### config.mk
export PLATFORM = sky130hd
export DESIGN_NAME = tmev_regs
export DESIGN_NICKNAME = d
export VERILOG_FILES = /design/src/tmev_pkg.sv /design/src/tmev_regs.sv /design/src/tmev_sticky_flag.sv
export VERILOG_INCLUDE_DIRS = /design/src
export SDC_FILE = /design/constraint.sdc
export NUM_CORES = 1
export LEC_CHECK = 0
export ABC_AREA = 0
export BUFFER_PORTS_ARGS = -buffer_cell sky130_fd_sc_hd__clkbuf_2
export CAP_MARGIN = 5
export CORE_UTILIZATION = 41
export CTS_CLUSTER_SIZE = 28
export DETAILED_ROUTE_END_ITERATION = 8
export PLACE_DENSITY_LB_ADDON = 0.08
export SLEW_MARGIN = 5
export SYNTH_ARGS = -nofsm -noshare
export SYNTH_HDL_FRONTEND = slang
export SYNTH_HIERARCHICAL = 1
export SYNTH_SLANG_ARGS = --single-unit
### constraint.sdc
create_clock -name sys_clk -period 1.2 [get_ports sys_clk]
set_input_delay 0.18 -clock sys_clk [delete_from_list [all_inputs] [get_ports sys_clk]]
set_output_delay 0.18 -clock sys_clk [all_outputs]
set_load 0.02 [all_outputs]
### src/tmev_cfg.svh
/*
 * Constants of the timer interrupt and software event block: register
 * offsets, field positions and reset values.
 * Assumes it is included by bare name wherever these figures are needed.
 */
//
// Contract
// - Enable register bit 1 enables channel-zero interrupt, bit 0 update.
// - Over-capture flag bit 9 sets on input capture while channel flag set.
// - Flags set only by hardware; write zero clears, write one keeps.
// - Channel flag bit 1 sets on capture in input, compare in output.
// - In input mode reading the capture value clears the channel flag.
// - Update flag bit 0 sets on update event, holds until cleared.
// - Software event bit 1 makes a channel event and clears itself.
// - Software channel event in input mode captures counter, may over-capture.
// - Software event bit 0 makes update, clears counter and prescaler.
// - Enable register accepts half-word and word accesses.
// - With update disable set, software update only reinitialises counter.
// - With update source set, software update raises no update flag.
`ifndef TMEV_CFG_SVH
`define TMEV_CFG_SVH

`define TMEV_OFS_INT_ENABLE 8'h0C
`define TMEV_OFS_INT_FLAGS 8'h10
`define TMEV_OFS_SW_EVENT 8'h14
`define TMEV_OFS_CAPTURE 8'h34

`define TMEV_BIT_UPDATE 0
`define TMEV_BIT_CHAN 1
`define TMEV_BIT_OVERCAP 9

`define TMEV_FLG_UPDATE 0
`define TMEV_FLG_CHAN 1
`define TMEV_FLG_OVERCAP 2

`define TMEV_RST_ENABLE 2'h0
`define TMEV_RST_FLAG 1'h0
`define TMEV_RST_CAPTURE 16'h0000

`endif

### src/tmev_pkg.sv
/*
 * Types shared by the timer interrupt and software event block.
 * Assumes nothing of its surroundings.
 */
`default_nettype none

package tmev_pkg;

    // Access width presented by the peripheral bus with each access.
    typedef enum logic [1:0] {
        TMEV_SIZE_BYTE = 2'h0,
        TMEV_SIZE_HALF = 2'h1,
        TMEV_SIZE_WORD = 2'h2
    } tmev_size_t;

    // Internal flag vector: update, channel zero, over-capture.
    typedef logic [2:0] tmev_flags_t;

endpackage : tmev_pkg

`default_nettype wire

### src/tmev_regs.sv
/*
 * Interrupt enable, interrupt flag and software event registers of a
 * general-purpose timer with one capture/compare channel, plus the
 * channel-zero capture value register that the flags depend on.
 * Assumes the counter, prescaler and control registers run on sys_clk
 * and hand over their events as one-cycle pulses on the same clock.
 */
`default_nettype none

`include "tmev_cfg.svh"

module tmev_regs
    import tmev_pkg::*;
#(
    parameter int CNT_W = 16
) (
    input wire logic sys_clk,
    input wire logic rstn,
    input wire logic regSel,
    input wire logic regWrite,
    input wire logic regRead,
    input wire logic [7:0] regAddr,
    input wire tmev_size_t regSize,
    input wire logic [31:0] regWdata,
    output logic [31:0] regRdata,
    input wire logic [CNT_W-1:0] counterValue,
    input wire logic chanInputMode,
    input wire logic captureEvent,
    input wire logic compareEvent,
    input wire logic counterWrapEvent,
    input wire logic updateDisable,
    input wire logic updateSourceSelect,
    output logic timerIrq,
    output logic updateEvent,
    output logic counterClear,
    output logic chanEventPulse,
    output logic [CNT_W-1:0] captureValue
);

    logic [1:0] enables;
    tmev_flags_t flags;
    tmev_flags_t setVec;
    tmev_flags_t clrVec;

    // Byte accesses are not supported by these registers and are dropped.
    wire accOk = (regSize == TMEV_SIZE_HALF) || (regSize == TMEV_SIZE_WORD);
    wire wrEn = regSel && regWrite && accOk;
    wire rdEn = regSel && regRead && accOk;

    wire hitEnable = (regAddr == `TMEV_OFS_INT_ENABLE);
    wire hitFlags = (regAddr == `TMEV_OFS_INT_FLAGS);
    wire hitSwEvent = (regAddr == `TMEV_OFS_SW_EVENT);
    wire hitCapture = (regAddr == `TMEV_OFS_CAPTURE);

    wire wrEnable = wrEn && hitEnable;
    wire wrFlags = wrEn && hitFlags;
    wire wrSwEvent = wrEn && hitSwEvent;
    wire rdCapture = rdEn && hitCapture;

    // Software triggers act in the write cycle and are never stored, so
    // the trigger bits read back as zero.
    wire swChan = wrSwEvent && regWdata[`TMEV_BIT_CHAN];
    wire swUpd = wrSwEvent && regWdata[`TMEV_BIT_UPDATE];

    // Channel event: capture in input mode, compare in output mode.
    wire hwChan = chanInputMode ? captureEvent : compareEvent;
    wire chanEv = hwChan || swChan;
    wire doCapture = chanEv && chanInputMode;

    // Update events are suppressed as a whole by the disable bit.
    wire swUpdEv = swUpd && !updateDisable;
    wire updEv = (counterWrapEvent && !updateDisable) || swUpdEv;
    // The source select keeps software updates off the flag.
    wire updFlagSet = (counterWrapEvent && !updateDisable) ||
        (swUpdEv && !updateSourceSelect);

    assign setVec[`TMEV_FLG_UPDATE] = updFlagSet;
    assign setVec[`TMEV_FLG_CHAN] = chanEv;
    assign setVec[`TMEV_FLG_OVERCAP] =
        doCapture && flags[`TMEV_FLG_CHAN];

    // Writing zero clears a flag, writing one leaves it alone.
    assign clrVec[`TMEV_FLG_UPDATE] =
        wrFlags && !regWdata[`TMEV_BIT_UPDATE];
    assign clrVec[`TMEV_FLG_CHAN] =
        (wrFlags && !regWdata[`TMEV_BIT_CHAN]) ||
        (rdCapture && chanInputMode);
    assign clrVec[`TMEV_FLG_OVERCAP] =
        wrFlags && !regWdata[`TMEV_BIT_OVERCAP];

    genvar gi;
    generate
        for (gi = 0; gi < 3; gi++) begin : g_flag
            tmev_sticky_flag u_flag (
                .sys_clk(sys_clk),
                .rstn(rstn),
                .setEvent(setVec[gi]),
                .clearReq(clrVec[gi]),
                .flag(flags[gi])
            );
        end
    endgenerate

    wire [15:0] flagsView = {6'h00, flags[`TMEV_FLG_OVERCAP], 7'h00,
        flags[`TMEV_FLG_CHAN], flags[`TMEV_FLG_UPDATE]};
    wire [31:0] rdMux = !rdEn ? 32'h00000000 :
        hitEnable ? {30'h00000000, enables} :
        hitFlags ? {16'h0000, flagsView} :
        hitCapture ? 32'(captureValue) :
        32'h00000000;

    wire anyPending = |(flags[1:0] & enables);

    always_ff @(posedge sys_clk or negedge rstn) begin
        if (!rstn) begin
            enables <= `TMEV_RST_ENABLE;
        end else if (wrEnable) begin
            enables <= regWdata[1:0];
        end
    end

    always_ff @(posedge sys_clk or negedge rstn) begin
        if (!rstn) begin
            captureValue <= CNT_W'(`TMEV_RST_CAPTURE);
        end else if (doCapture) begin
            captureValue <= counterValue;
        end
    end

    always_ff @(posedge sys_clk or negedge rstn) begin
        if (!rstn) begin
            regRdata <= 32'h00000000;
            timerIrq <= 1'b0;
            updateEvent <= 1'b0;
            counterClear <= 1'b0;
            chanEventPulse <= 1'b0;
        end else begin
            regRdata <= rdMux;
            timerIrq <= anyPending;
            updateEvent <= updEv;
            // The counter is reinitialised even when updates are disabled.
            counterClear <= swUpd;
            chanEventPulse <= chanEv;
        end
    end
endmodule : tmev_regs

`default_nettype wire

### src/tmev_sticky_flag.sv
/*
 * One sticky status flag: hardware sets it, a clear request drops it.
 * Assumes set and clear come from logic on sys_clk.
 */
`default_nettype none

`include "tmev_cfg.svh"

module tmev_sticky_flag
    import tmev_pkg::*;
(
    input wire logic sys_clk,
    input wire logic rstn,
    input wire logic setEvent,
    input wire logic clearReq,
    output logic flag
);

    // A set in the cycle of a clear wins, so no event is ever lost.
    always_ff @(posedge sys_clk or negedge rstn) begin
        if (!rstn) begin
            flag <= `TMEV_RST_FLAG;
        end else if (setEvent) begin
            flag <= 1'b1;
        end else if (clearReq) begin
            flag <= 1'b0;
        end
    end

endmodule : tmev_sticky_flag

`default_nettype wire
==> flow_summary.toml <==
[min_path]
hold-path-cell-count = 2
worstHoldEndpoint = "updateEvent"
hold_start = "updateDisable"
classification_of_the_worst_slack_hold_path = "input pin to flip-flop"

[yosys]
synth_most_common_cell = "sky130_fd_sc_hd__dfrtp_1"
library_cell_with_the_largest_summed_area_after_synthesis = "sky130_fd_sc_hd__dfrtp_1"
synth_top_cell_area_share_pct = 58.2
synthesis.instances = 141
ys_dominant_reg_cell = "sky130_fd_sc_hd__dfrtp_1"
yosysWarningCount = 6
synth.top_cells.by_count = "41 x sky130_fd_sc_hd__dfrtp_1, 18 x sky130_fd_sc_hd__mux2_2, 16 x sky130_fd_sc_hd__buf_4, 13 x sky130_fd_sc_hd__and2_1, 8 x sky130_fd_sc_hd__inv_1"
synth-edff-count = 0
post_synth_main_area_contributors = "sky130_fd_sc_hd__dfrtp_1 58%, sky130_fd_sc_hd__mux2_2 12%, sky130_fd_sc_hd__buf_4 6.8%, sky130_fd_sc_hd__and2_1 4.6%, sky130_fd_sc_hd__a21o_1 2.1%"
synth.lib_cells_used.distinct = 33
proportion_of_synthesized_chip_area_in_sequential_cells_pct = 58.2
synth-seq-cells = 41
async_reset_ff_share_pct = 100
postSynthAreaPerCell_um2 = 12.5
mappedNetlistArea_um2 = 1760

[critical_path]
critical_path.max_stage_delay_ps = 590
timing.critical_path.from_type = "input pin"
rrSetupSlack_ps = 240
arrival_ps = 1620
end_kind = "flip-flop"
r2r.worst_path.cells = 3
path_delay_family = "simple AND/OR/NAND/NOR gates"
cell_repeated_most_along_the_worst_path = "sky130_fd_sc_hd__buf_6"
critical-path-slowest-cell = "sky130_fd_sc_hd__or4_4"
r2r_start = "g_flag[0].u_flag/flag"
crit_buf_inv = 2
crit_chain = "buf_6 > or4_4 > nor4_4 > buf_6 > o21ai_2 > mux2_2"
critical_path.max_fanout = 5
timing.critical_path.from = "regAddr[0]"
critical_register_to_register_path_endpoint = "regRdata[0]"
critical_path_class = "input pin to flip-flop"
required_ps = 1370

[timing]
finalCriticalPeriod_ps = 1440
setup_ws_post_layout_ps = -245
setup_viol = 40
final_min_period_over_clock_period_pct = 120
final_hold_viol_count = 0
fin_setup_tns_ps = -7490
final-max-slew-violation-count = 0
grt_setup_unrepaired = "true"
fmax_ghz = 0.692
fin_skew_ps = 4.13
hold_slack_ps = 62.7

[cells_and_area]
num-nets-final = 315
flow.area_growth_from_synthesis_pct = 45.0
final-instance-count-excl-fill = 297
fillerInstances = 367
ant_diodes = 0
post_route_cells_drive_above_1_share_pct = 55.9
multi_input_area_um2 = 736
ff_latch_area_um2 = 1030

[global_routing]
first_global_vias = 1276
grt-busiest-layer = "met2"
grtUsageMet2_pct = 31.8
met3_usage_pct = 4.73
first_pass_grt_wire_length_um = 5890
antenna_found_initial = 0
use_met1_pct = 21.0
grt_overflow = 0
grt_start_max_net_pins = 42
globalRouteTotalUtil_pct = 18.2

[job]
maxCapViolations = 0

[cts]
worst_skew_pair.late_latency_ps = 290
clkTransAtPathRegs_ps = 70
tritoncts_num_sinks = 41
cts_root_buf = "sky130_fd_sc_hd__clkbuf_8"
numCtsBuffers = 5
cts_htree_levels = 2
cts-root-to-sink-buffers = 2
cts_tree = "yes"

[detailed_routing]
route.detailed.vias_per_inst = 4.59
postRouteWirelength_um = 4080
via_count = 1362
drc_errors = 0
firstDrtPassIters = 4
drt_first_iter_violations = 42
routed_wire_length_per_instance_um = 13.7
antenna_left = 0

[floorplan]
dieArea_um2 = 4560
die_x_extent_um = 67.6
initial_core_util_pct = 43.4
ios = 121
core.rowCount = 23
floorplan.core_area_um2 = 4060
floorplan.die.height_um = 67.6

[outcome]
violations = "negative setup slack"
status = "complete, but fails checks"

[pwr]
cellPowerDensity_nw_per_um2 = 1260
ir_drop_uv = 502
post-layout-total-power_w = 0.00321
power.leakage_nw = 1.34

[place]
io_buffers = 75
post-place-ws_ps = -575
place.detailed.hpwl_um = 2790
gp_congestion = 0.840
placedCellCount = 281
-- per-layer routing --
metal	vias up	part of all wire (%)
met5	-	0
met4	0	0.83
met3	2	6.3
met2	53	53
met1	649	39
li1	658	-
-- placed cells by master, fill, tap and decap left out, drive strengths merged --
cell | synthesis | routed
nand3 | 2 | 2
and2b | 1 | 1
nor3b | 2 | 2
nand4b | 2 | 2
o21ai | 2 | 4
and2 | 13 | 13
nor3 | 2 | 2
and3 | 1 | 1
a32oi | 1 | 1
clkbuf | 1 | 81
and3b | 1 | 1
buf | 17 | 24
nand2 | 2 | 2
xor2 | 1 | 1
mux2 | 18 | 18
bufinv | 0 | 1
dfrtp | 41 | 41
xnor2 | 1 | 1
a211o | 1 | 1
or4 | 1 | 1
inv | 8 | 8
a21o | 5 | 5
conb | 1 | 16
nor2b | 1 | 1
a22oi | 2 | 2
nor4 | 2 | 2
a21oi | 1 | 1
dlygate4sd3 | 0 | 1
a211oi | 2 | 2
o2bb2ai | 1 | 1
nand3b | 1 | 1
nor2 | 7 | 7
-- registers in the layout, summed over array words and instances, names as in the netlist --
register / count
enables: 2
chanEventPulse: 1
regRdata: 16
timerIrq: 1
captureValue: 16
updateEvent: 1
g_flag.u_flag/flag: 3
counterClear: 1
-- cells by family (layout without fill, tap and decap cells) --
kind of cell	after synthesis	count (layout)	share of synthesized area, %
flops	41	41	58.2
simple gates	38	38	13.3
buf+inv	26	115	9.38
mux	18	18	11.5
compound gates	15	17	6.39
xor+xnor	2	2	0.994
other cells	1	16	0.213
-- metrics by stage --
step	utilization, %	instance area (µm²)
after global routing	63.0	2550
after global placement	56.6	2300
after floorplan	-	1850
after detailed placement	56.6	2300
after CTS	61.4	2490
final	63.0	2550
-- where the power goes --
part           switching, W  internal [W]  total [W]
clock network      0.000451      0.000678    0.00113
registers         0.0000584       0.00147    0.00153
logic              0.000326      0.000230   0.000557
-- cell type report --
cell class	instances	share of cell area [%]
Sequential cell	41	40.2
Multi-Input combinational cell	91	28.8
Timing Repair Buffer	99	22.9
Clock buffer	7	3.38
Tap cell	50	2.45
Clock inverter	1	1.18
Inverter	8	1.18
-- worst max path at each step --
| stage | to | slack (ps) | cells past startpoint |
|---|---|---|---|
| floorplan | g_flag[1].u_flag/flag | -510 | 7 |
| global placement | captureValue[9] | -540 | 5 |
| detailed placement | captureValue[10] | -570 | 5 |
| CTS | captureValue[10] | -220 | 6 |
| global route | captureValue[12] | -280 | 6 |
| finish | captureValue[6] | -240 | 6 |
-- timing repair --
action	4_1_cts	5_1_grt
pin swaps	4	4
endpoints found under the setup margin	39	40
hold buffers	1	0
endpoints found under the hold margin	41	0
setup buffers	4	1
gates cloned	1	1
gates resized for setup	5	9
(Power assumes the default switching activity.)
